--- src/hdl/vcfc_regs.vh ---
`ifndef VCFC_REGS_VH
`define VCFC_REGS_VH
// ****************************************
// register map, byte addresses on apb
// ****************************************
`define VCFC_ADDR_CTRL 8'h00
`define VCFC_ADDR_TX_WORD 8'h04
`define VCFC_ADDR_RX_WORD 8'h08
`define VCFC_ADDR_STATUS 8'h0c
// ****************************************
// field positions
// ****************************************
`define VCFC_CTRL_ALAW 0
`define VCFC_CTRL_GAIN_LO 1
`define VCFC_CTRL_GAIN_HI 3
`define VCFC_ST_RX_STANDBY 0
`define VCFC_ST_TX_STANDBY 1
`define VCFC_ST_TEST_MODE 2
`define VCFC_ST_FIXED_RATE 3
`define VCFC_ST_LOW_POWER 4
`define VCFC_ST_RX_READY 5
`define VCFC_ST_COMPANDED 6
// ****************************************
// reset values
// ****************************************
`define VCFC_CTRL_RESET 4'h0
`define VCFC_TX_WORD_RESET 16'h0000
`define VCFC_PIN_IDLE 10'h3c2
// ****************************************
// word formats and zero codes
// ****************************************
`define VCFC_LEN_COMPANDED 5'h08
`define VCFC_LEN_LINEAR 5'h10
`define VCFC_ZERO_MULAW 8'hff
`define VCFC_ZERO_ALAW 8'hd5
`define VCFC_ZERO_LINEAR 13'h0000
// ****************************************
// timing
// ****************************************
`define VCFC_CLK_MHZ 40
`define VCFC_FIXED_DET_NS 1600
`define VCFC_FIXED_DET_CYC ((`VCFC_FIXED_DET_NS * `VCFC_CLK_MHZ + 999) / 1000)
`define VCFC_IDLE_FRAMES 5
`define VCFC_DEF_FRAME_MCLK 16'h0100
`endif

--- src/hdl/vcfc_top.v ---
// Notes on behaviour
// - receive channel goes to standby after five or more frames of low receive sync.
// - transmit channel goes to standby after five or more frames of low transmit sync.
// - either sync held high five or more frames enters production test mode.
// - transmit and receive syncs are watched independently with identical logic.
// - coding select low means linear words, high means companded words.
// - companded coding follows the mu-law or a-law variant chosen.
// - microphone mute low sends the zero code in every transmit slot.
// - earphone mute low disables the earphone amplifier.
// - power-down low puts the device in its low-power state.
// - at fixed rate the strobe pin is an active-low open-drain slot strobe.
// - at variable rate the strobe pin is the host-driven transmit bit clock.
// - receive clock pin tied high selects fixed rate, else it is the clock.
// - receive data sampled on falling edges of the receive data clock.
// - transmit data shifted out on rising edges of the transmit data clock.
// - companded words are 8 bits; linear words 13 data plus 3 gain bits.
//
// The APB register port and the placing of the registers were chosen for this implementation.
`default_nettype none
`include "vcfc_regs.vh"
module vcfc_top (
  input wire core_clk,
  input wire rstn,
  input wire psel,
  input wire penable,
  input wire pwrite,
  input wire [7:0] paddr,
  input wire [31:0] pwdata,
  output reg [31:0] prdata,
  output reg pready,
  output reg pslverr,
  input wire master_clk,
  input wire rx_bit_clock_rate_sel,
  input wire rx_frame_sync,
  input wire tx_frame_sync,
  input wire rx_data_in,
  input wire coding_select,
  input wire mic_mute_n,
  input wire earphone_mute_n,
  input wire power_down_n,
  input wire tx_strobe_or_clock_in,
  output reg tx_strobe_or_clock_out,
  output reg tx_strobe_or_clock_oe_n,
  output reg tx_data_out,
  output reg earphone_amp_en,
  output reg low_power,
  output wire rx_standby,
  output wire tx_standby,
  output reg test_mode
);
  // ****************************************
  // pin synchronisers
  // ****************************************
  // bit order: mclk, rx_bit_clock_rate_sel, fsr, fsx, din, coding, mic_mute_n, earphone_mute_n, pdn, tx_bit_clock
  reg [9:0] pin_meta_reg;
  reg [9:0] pin_sync_reg;
  reg [9:0] pin_prev_reg;
  wire [9:0] pin_raw;
  assign pin_raw = {tx_strobe_or_clock_in, power_down_n, earphone_mute_n, mic_mute_n,
    coding_select, rx_data_in, tx_frame_sync, rx_frame_sync, rx_bit_clock_rate_sel,
    master_clk};

  // reset to the pins' idle levels: a tied-high rate pin or a pulled-up
  // strobe pin must not show a false edge right after reset
  always @(posedge core_clk or negedge rstn) begin
    if (!rstn) begin
      pin_meta_reg <= `VCFC_PIN_IDLE;
      pin_sync_reg <= `VCFC_PIN_IDLE;
      pin_prev_reg <= `VCFC_PIN_IDLE;
    end else begin
      pin_meta_reg <= pin_raw;
      pin_sync_reg <= pin_meta_reg;
      pin_prev_reg <= pin_sync_reg;
    end
  end

  wire [9:0] pin_rise;
  wire [9:0] pin_fall;
  assign pin_rise = pin_sync_reg & ~pin_prev_reg;
  assign pin_fall = ~pin_sync_reg & pin_prev_reg;
  wire companded;
  assign companded = pin_sync_reg[5];

  // ****************************************
  // fixed or variable rate detection
  // ****************************************
  // a tied-high pin never toggles; a live clock toggles well inside the window
  reg fixed_rate_reg;
  reg [7:0] quiet_cnt_reg;
  always @(posedge core_clk or negedge rstn) begin
    if (!rstn) begin
      fixed_rate_reg <= 1'b1;
      quiet_cnt_reg <= 8'h00;
    end else if (pin_rise[1] || pin_fall[1]) begin
      quiet_cnt_reg <= 8'h00;
      fixed_rate_reg <= 1'b0;
    end else if ({24'h000000, quiet_cnt_reg} < `VCFC_FIXED_DET_CYC) begin
      quiet_cnt_reg <= quiet_cnt_reg + 8'h01;
    end else begin
      fixed_rate_reg <= pin_sync_reg[1];
    end
  end

  wire rx_clk_fall;
  wire tx_clk_rise;
  assign rx_clk_fall = fixed_rate_reg ? pin_fall[0] : pin_fall[1];
  assign tx_clk_rise = fixed_rate_reg ? pin_rise[0] : pin_rise[9];

  // ****************************************
  // frame watchers, one per channel
  // ****************************************
  wire rx_held;
  wire tx_held;
  vcfc_frame_mon u_rx_mon (
    .core_clk(core_clk),
    .rstn(rstn),
    .mclk_rise(pin_rise[0]),
    .sync_lvl(pin_sync_reg[2]),
    .sync_rise(pin_rise[2]),
    .standby_reg(rx_standby),
    .held_high_reg(rx_held)
  );
  vcfc_frame_mon u_tx_mon (
    .core_clk(core_clk),
    .rstn(rstn),
    .mclk_rise(pin_rise[0]),
    .sync_lvl(pin_sync_reg[3]),
    .sync_rise(pin_rise[3]),
    .standby_reg(tx_standby),
    .held_high_reg(tx_held)
  );

  // ****************************************
  // static controls
  // ****************************************
  always @(posedge core_clk or negedge rstn) begin
    if (!rstn) begin
      test_mode <= 1'b0;
      earphone_amp_en <= 1'b0;
      low_power <= 1'b0;
    end else begin
      test_mode <= rx_held | tx_held;
      earphone_amp_en <= pin_sync_reg[7] & pin_sync_reg[8];
      low_power <= ~pin_sync_reg[8];
    end
  end

  // ****************************************
  // registers written by software
  // ****************************************
  reg [3:0] ctrl_reg;
  reg [15:0] tx_word_reg;
  reg [15:0] rx_word_reg;
  reg rx_ready_reg;
  wire wr_take;
  wire rd_ack_clear;
  assign wr_take = psel & penable & pready & pwrite;
  assign rd_ack_clear = wr_take && paddr == `VCFC_ADDR_STATUS && pwdata[`VCFC_ST_RX_READY];
  wire alaw;
  wire [2:0] gain_bits;
  assign alaw = ctrl_reg[`VCFC_CTRL_ALAW];
  assign gain_bits = ctrl_reg[`VCFC_CTRL_GAIN_HI:`VCFC_CTRL_GAIN_LO];

  always @(posedge core_clk or negedge rstn) begin
    if (!rstn) begin
      ctrl_reg <= `VCFC_CTRL_RESET;
      tx_word_reg <= `VCFC_TX_WORD_RESET;
    end else if (wr_take) begin
      if (paddr == `VCFC_ADDR_CTRL) begin
        ctrl_reg <= pwdata[3:0];
      end
      if (paddr == `VCFC_ADDR_TX_WORD) begin
        tx_word_reg <= pwdata[15:0];
      end
    end
  end

  // ****************************************
  // receive shifter
  // ****************************************
  reg [4:0] rx_left_reg;
  reg [15:0] rx_shift_reg;
  wire rx_done;
  assign rx_done = rx_clk_fall && rx_left_reg == 5'h01;
  always @(posedge core_clk or negedge rstn) begin
    if (!rstn) begin
      rx_left_reg <= 5'h00;
      rx_shift_reg <= 16'h0000;
      rx_word_reg <= 16'h0000;
      rx_ready_reg <= 1'b0;
    end else begin
      if (pin_rise[2] && !low_power) begin
        rx_left_reg <= companded ? `VCFC_LEN_COMPANDED : `VCFC_LEN_LINEAR;
      end else if (rx_clk_fall && rx_left_reg != 5'h00) begin
        rx_left_reg <= rx_left_reg - 5'h01;
        rx_shift_reg <= {rx_shift_reg[14:0], pin_sync_reg[4]};
      end
      if (rx_done) begin
        rx_word_reg <= companded ? {8'h00, rx_shift_reg[6:0], pin_sync_reg[4]} :
          {rx_shift_reg[14:0], pin_sync_reg[4]};
      end
      // a word landing in the same cycle as the clear keeps the flag set
      if (rx_done) begin
        rx_ready_reg <= 1'b1;
      end else if (rd_ack_clear) begin
        rx_ready_reg <= 1'b0;
      end
    end
  end

  // ****************************************
  // transmit shifter and slot strobe
  // ****************************************
  reg [4:0] tx_left_reg;
  reg [15:0] tx_shift_reg;
  reg [15:0] tx_load;
  always @* begin
    if (companded) begin
      if (!pin_sync_reg[6]) begin
        tx_load = {alaw ? `VCFC_ZERO_ALAW : `VCFC_ZERO_MULAW, 8'h00};
      end else begin
        tx_load = {tx_word_reg[7:0], 8'h00};
      end
    end else begin
      if (!pin_sync_reg[6]) begin
        tx_load = {`VCFC_ZERO_LINEAR, gain_bits};
      end else begin
        tx_load = {tx_word_reg[15:3], gain_bits};
      end
    end
  end

  // the clock rise that arrives with the sync rise is spent loading the slot,
  // so the first bit leaves on the following rise
  always @(posedge core_clk or negedge rstn) begin
    if (!rstn) begin
      tx_left_reg <= 5'h00;
      tx_shift_reg <= 16'h0000;
      tx_data_out <= 1'b0;
      tx_strobe_or_clock_out <= 1'b1;
      tx_strobe_or_clock_oe_n <= 1'b1;
    end else begin
      if (pin_rise[3] && !low_power) begin
        tx_left_reg <= companded ? `VCFC_LEN_COMPANDED : `VCFC_LEN_LINEAR;
        tx_shift_reg <= tx_load;
      end else if (tx_clk_rise && tx_left_reg != 5'h00) begin
        tx_left_reg <= tx_left_reg - 5'h01;
        tx_data_out <= tx_shift_reg[15];
        tx_shift_reg <= {tx_shift_reg[14:0], 1'b0};
      end
      // open drain: only ever pulls low, released otherwise
      tx_strobe_or_clock_out <= 1'b0;
      if (fixed_rate_reg && tx_left_reg != 5'h00) begin
        tx_strobe_or_clock_oe_n <= 1'b0;
      end else begin
        tx_strobe_or_clock_oe_n <= 1'b1;
      end
    end
  end

  // ****************************************
  // apb slave, one wait state per access
  // ****************************************
  // pready drops after every pulse, so back-to-back accesses each wait one cycle
  reg [31:0] rd_mux;
  reg addr_ok;
  always @* begin
    rd_mux = 32'h00000000;
    addr_ok = 1'b1;
    case (paddr)
      `VCFC_ADDR_CTRL: rd_mux[3:0] = ctrl_reg;
      `VCFC_ADDR_TX_WORD: rd_mux[15:0] = tx_word_reg;
      `VCFC_ADDR_RX_WORD: rd_mux[15:0] = rx_word_reg;
      `VCFC_ADDR_STATUS: begin
        rd_mux[`VCFC_ST_RX_STANDBY] = rx_standby;
        rd_mux[`VCFC_ST_TX_STANDBY] = tx_standby;
        rd_mux[`VCFC_ST_TEST_MODE] = test_mode;
        rd_mux[`VCFC_ST_FIXED_RATE] = fixed_rate_reg;
        rd_mux[`VCFC_ST_LOW_POWER] = low_power;
        rd_mux[`VCFC_ST_RX_READY] = rx_ready_reg;
        rd_mux[`VCFC_ST_COMPANDED] = companded;
      end
      default: addr_ok = 1'b0;
    endcase
  end

  always @(posedge core_clk or negedge rstn) begin
    if (!rstn) begin
      pready <= 1'b0;
      pslverr <= 1'b0;
      prdata <= 32'h00000000;
    end else if (psel && penable && !pready) begin
      pready <= 1'b1;
      pslverr <= ~addr_ok;
      prdata <= pwrite ? 32'h00000000 : rd_mux;
    end else begin
      pready <= 1'b0;
      pslverr <= 1'b0;
      prdata <= 32'h00000000;
    end
  end
endmodule // vcfc_top
`default_nettype wire

--- src/hdl/vcfc_frame_mon.v ---
`default_nettype none
`include "vcfc_regs.vh"
// ****************************************
// per-channel frame sync watcher
// ****************************************
module vcfc_frame_mon (
  input wire core_clk,
  input wire rstn,
  input wire mclk_rise,
  input wire sync_lvl,
  input wire sync_rise,
  output reg standby_reg,
  output reg held_high_reg
);
  reg [15:0] period_reg;
  reg [15:0] since_rise_reg;
  reg [19:0] low_run_reg;
  reg [19:0] high_run_reg;
  wire [19:0] limit;
  // frame length is learnt from the spacing of sync rises, in master clocks
  assign limit = {4'h0, period_reg} * 20'h00005;

  always @(posedge core_clk or negedge rstn) begin
    if (!rstn) begin
      period_reg <= `VCFC_DEF_FRAME_MCLK;
      since_rise_reg <= 16'h0000;
      low_run_reg <= 20'h00000;
      high_run_reg <= 20'h00000;
      standby_reg <= 1'b1;
      held_high_reg <= 1'b0;
    end else begin
      if (sync_rise) begin
        if (since_rise_reg != 16'h0000) begin
          period_reg <= since_rise_reg;
        end
        since_rise_reg <= 16'h0000;
      end else if (mclk_rise && since_rise_reg != 16'hffff) begin
        since_rise_reg <= since_rise_reg + 16'h0001;
      end
      if (sync_lvl) begin
        low_run_reg <= 20'h00000;
      end else if (mclk_rise && low_run_reg != 20'hfffff) begin
        low_run_reg <= low_run_reg + 20'h00001;
      end
      if (!sync_lvl) begin
        high_run_reg <= 20'h00000;
      end else if (mclk_rise && high_run_reg != 20'hfffff) begin
        high_run_reg <= high_run_reg + 20'h00001;
      end
      if (sync_rise) begin
        standby_reg <= 1'b0;
      end else if (low_run_reg >= limit) begin
        standby_reg <= 1'b1;
      end
      held_high_reg <= sync_lvl && (high_run_reg >= limit);
    end
  end
endmodule // vcfc_frame_mon
`default_nettype wire

--- config.mk ---
export PLATFORM = sky130hd
export DESIGN_NAME = vcfc_top
export DESIGN_NICKNAME = d
export VERILOG_FILES = /design/src/hdl/vcfc_top.v /design/src/hdl/vcfc_frame_mon.v
export VERILOG_INCLUDE_DIRS = /design/src /design/src/hdl
export SDC_FILE = /design/constraint.sdc
export NUM_CORES = 1
export LEC_CHECK = 0
export ABC_AREA = 0
export BUFFER_PORTS_ARGS = -buffer_cell sky130_fd_sc_hd__buf_2
export CAP_MARGIN = 20
export CORE_MARGIN = 1.5
export CORE_UTILIZATION = 33
export CTS_BUF_LIST = sky130_fd_sc_hd__clkbuf_4 sky130_fd_sc_hd__clkbuf_8
export CTS_CLUSTER_SIZE = 8
export DETAILED_ROUTE_END_ITERATION = 10
export HOLD_SLACK_MARGIN = 0.02
export PLACE_DENSITY_LB_ADDON = 0.1
export SETUP_SLACK_MARGIN = 0.05
export SYNTH_ARGS = -nofsm -noshare
export SYNTH_HDL_FRONTEND = slang
export SYNTH_SLANG_ARGS = --single-unit
--- constraint.sdc ---
create_clock -name core_clk -period 5.2 [get_ports core_clk]
set_input_delay 0.52 -clock core_clk [delete_from_list [all_inputs] [get_ports core_clk]]
set_output_delay 0.52 -clock core_clk [all_outputs]
set_load 0.1 [all_outputs]
==> flow_metrics.env <==
export IMPL_final_hold_viol_count=0
export IMPL_gp_routability_congestion=0.755
export IMPL_critical_path_top_delay_family="compound AO/OA/AOI/OAI gates"
export IMPL_timing_critical_path_from="u_tx_mon.period_reg[3]"
export IMPL_worst_endpoint_required_ns=5.73
export IMPL_grt_max_degree=109
export IMPL_grt_pass1_wl_um=56900
export IMPL_pwr_density_cell_nw_per_um2=344
export IMPL_clockRootBuffer="sky130_fd_sc_hd__clkbuf_8"
export IMPL_die_w_um=221
export IMPL_final_period_minus_worst_setup_slack_ns=4.53
export IMPL_crit_path_start_kind="flip-flop"
export IMPL_mappedNetlistArea_um2=15700
export IMPL_tightestPinTransition_ns=0.895
export IMPL_synth_area_mux_share=0.0725
export IMPL_cap_viol_max_count=0
export IMPL_yosys_register_bits=284
export IMPL_ioPinCount=97
export IMPL_largest_family_of_logic_cells_by_synthesized_area="simple AND/OR/NAND/NOR gates"
export IMPL_floorplan_core_area_um2=46700
export IMPL_relative_slew_slack=0.402
export IMPL_num_vias=10761
export IMPL_drtPass1Iterations=6
export IMPL_worst_r2r_setup_slack_ns=0.67
export IMPL_synthSimpleGateAreaFrac=0.156
export IMPL_path_clk_slew_ns=0.06
export IMPL_detail_route_vias_per_cell=4.83
export IMPL_critical_path_slowest_cell="sky130_fd_sc_hd__fa_1"
export IMPL_grt_pass1_vias=10738
export IMPL_series_of_cell_instances_along_the_critical_path="ha_1 -> ha_1 -> fa_1 -> a21oi_1 -> o211ai_1 -> o21ai_0 -> xor2_1 -> ha_1 -> a21oi_1 -> o21ai_0 -> a2111oi_0 -> o21ai_0 -> a31o_2 -> maj3_2 -> maj3_2 -> a21o_1"
export IMPL_initial_cell_density_of_the_core=0.335
export IMPL_drc=0
export IMPL_leakage_uw=0.00859
export IMPL_clkLatencyLatePin_ns=0.64
export IMPL_ir_worst_vdd_v=0.000164
export IMPL_complex_gate_fraction_of_the_synthesized_area=0.0938
export IMPL_synth_most_common_cell="sky130_fd_sc_hd__dfrtp_1"
export IMPL_worst_setup_path_class="flip-flop to flip-flop"
export IMPL_synth_cells_most_frequent="sky130_fd_sc_hd__dfrtp_1 (265), sky130_fd_sc_hd__ha_1 (140), sky130_fd_sc_hd__nor2_1 (128), sky130_fd_sc_hd__nand2_1 (96), sky130_fd_sc_hd__mux2_2 (75)"
export IMPL_dieArea_um2=48700
export IMPL_hold_path_startpoint="pwdata[6]"
export IMPL_worst_hold_path_depth=2
export IMPL_setup_violations_final=0
export IMPL_wl_per_cell_um=15.5
export IMPL_antenna_cells=0
export IMPL_post_synth_xor_area_fraction=0.0744
export IMPL_worstSetupEndpointType="flip-flop"
export IMPL_final_setup_tns_ns=0
export IMPL_seq_area_frac_synth=0.456
export IMPL_grt_antenna_before_repair=0
export IMPL_clock_skew_ns=0.0370
export IMPL_final_max_slew_violation_count=0
export IMPL_synth_async_sr_flop_share=1.00
export IMPL_ys_top_cells_by_area="sky130_fd_sc_hd__dfrtp_1 (42%), sky130_fd_sc_hd__ha_1 (11%), sky130_fd_sc_hd__mux2_2 (5.4%)"
export IMPL_post_route_cells_drive_above_1_share=0.193
export IMPL_number_of_violations_reported_at_the_end_of_detailed_routing_iteration_0=501
export IMPL_nNetsFinal=1771
export IMPL_grt_ovfl_total=0
export IMPL_placement_rows=79
export IMPL_fillerInstances=4587
export IMPL_rr_endpoint="u_tx_mon.held_high_reg"
export IMPL_synth_enable_flop_cells=0
export IMPL_clock_sinks=284
export IMPL_reg2reg_depth=16
export IMPL_syn_instance_count=1473
export IMPL_cts_htree_levels=2
export IMPL_detailed_place_area_um2=16600
export IMPL_achievable_frequency_mhz=221
export IMPL_cts_buffers_inserted=56
export IMPL_synthesis_yosys_warnings=0
export IMPL_finalInstanceArea_um2=18000
export IMPL_rsz0062_at_grt="no"
export IMPL_syn_area_per_cell_um2=10.6
export IMPL_route_antenna_remaining_nets=0
export IMPL_dp_hpwl_um=24200
export IMPL_worstPathBufferInverterCount=0
export IMPL_synth_adder_area_share=0.118
export IMPL_port_buffer_count=64
export IMPL_drt_total_wl_um=34600
export IMPL_status="complete, no violations"
export IMPL_grtUsageTotal=0.146
export IMPL_worst_r2r_startpoint="u_tx_mon.period_reg[3]"
export IMPL_critPathMaxFanout=3
export IMPL_worst_endpoint_arrival_ns=5.05
export IMPL_die_h_um=221
export IMPL_tritoncts_clock_tree="built"
export IMPL_endpoint_worst_hold="tx_word_reg[6]"
export IMPL_cts_max_path_buffers=3
export IMPL_yosys_cell_types_count=75
export IMPL_synth_top_flop_cell="sky130_fd_sc_hd__dfrtp_1"
export IMPL_synth_top_area_frac=0.424
export IMPL_final_min_period_over_clock_period=0.870
export IMPL_crit_path_max_incr_delay_ns=0.41
export IMPL_min_delay_path_class="input pin to flip-flop"
export IMPL_synthDominantAreaCellType="sky130_fd_sc_hd__dfrtp_1"
export IMPL_area_delta_synth_final_pct=15.3
## stage by stage
step           hold slack, ns  power, µW  instances  utilization  worst slack (ns)
6_report                0.103       6210       2227        0.387             0.674
2_1_floorplan           0.224       3390       1489            -              1.14
5_1_grt                0.0603       6580       2227        0.387             0.282
4_1_cts                0.0310       6350       2227        0.387             0.600
3_3_place_gp            0.332       3670       2112        0.357             0.668
3_5_place_dp            0.336       3690       2112        0.357             0.613
## worst max-delay path by stage
stage / cells past startpoint / end / slack (ns)
after global routing: 16 / u_tx_mon.held_high_reg / 0.28
after floorplan: 18 / u_rx_mon.standby_reg / 1.14
after detailed placement: 16 / u_tx_mon.held_high_reg / 0.61
after CTS: 16 / u_tx_mon.held_high_reg / 0.60
after global placement: 18 / u_rx_mon.standby_reg / 0.67
final: 16 / u_tx_mon.held_high_reg / 0.67
## layout make-up
class                      count  area, µm²  area share
clock buffer                  95       1170      0.0648
clock inverter                 9        133     0.00735
inverter                      47        176     0.00978
multi-input combinational   1098       8120       0.450
sequential                   284       7130       0.395
tap                          607        759      0.0421
timing repair buffer          87        556      0.0308
## power breakdown
part	internal [µW]	total (µW)	switching, µW
clock	1560	2570	1010
sequential	2430	2600	172
combinational	436	1040	607
## kinds of logic (layout without fill, tap and decap cells)
group	count (synthesis)	after routing
AND/OR/NAND/NOR	482	482
flip-flops	284	284
AO/OA/AOI/OAI	220	220
adder cells (fa/ha/maj)	147	147
XOR/XNOR	133	133
buffers and inverters	107	238
multiplexers	99	99
other	1	17
## cell usage in the layout (no fill, tap or decap), types with 12 or more instances in the layout
| cell type | count |
|---|---|
| sky130_fd_sc_hd__ha_1 | 140 |
| sky130_fd_sc_hd__mux2i_1 | 20 |
| sky130_fd_sc_hd__dfstp_2 | 19 |
| sky130_fd_sc_hd__clkbuf_8 | 73 |
| sky130_fd_sc_hd__o21ai_0 | 55 |
| sky130_fd_sc_hd__a21o_1 | 23 |
| sky130_fd_sc_hd__nand2_1 | 96 |
| sky130_fd_sc_hd__buf_2 | 63 |
| sky130_fd_sc_hd__nor3_1 | 17 |
| sky130_fd_sc_hd__nor2_1 | 128 |
| sky130_fd_sc_hd__nand3_1 | 58 |
| sky130_fd_sc_hd__dfrtp_1 | 264 |
| sky130_fd_sc_hd__xor2_1 | 63 |
| sky130_fd_sc_hd__a21oi_1 | 57 |
| sky130_fd_sc_hd__nand4_1 | 31 |
| sky130_fd_sc_hd__inv_1 | 47 |
| sky130_fd_sc_hd__a22oi_1 | 12 |
| sky130_fd_sc_hd__and2_1 | 46 |
| sky130_fd_sc_hd__nor2b_1 | 21 |
| sky130_fd_sc_hd__nand2b_1 | 21 |
| sky130_fd_sc_hd__xnor2_1 | 70 |
| sky130_fd_sc_hd__mux2_2 | 75 |
| sky130_fd_sc_hd__conb_1 | 17 |
| sky130_fd_sc_hd__clkbuf_4 | 22 |
## routing by layer
metal | share of wire | wire (µm) | vias to the layer above | global-route usage
li1 | - | - | 5368 | -
met1 | 0.49 | 17100 | 5217 | 0.203
met2 | 0.45 | 15400 | 118 | 0.227
met3 | 0.037 | 1270 | 58 | 0.0307
met4 | 0.023 | 810 | 0 | 0.0448
met5 | 0 | 0 | - | 0
## repair_timing
item	4_1_cts	5_1_grt
hold buffers	11	0
endpoints found under the setup margin	0	0
hold endpoints to repair	107	0
gates resized for setup	0	0
buffers inserted	0	0
(Power assumes the default switching activity.)
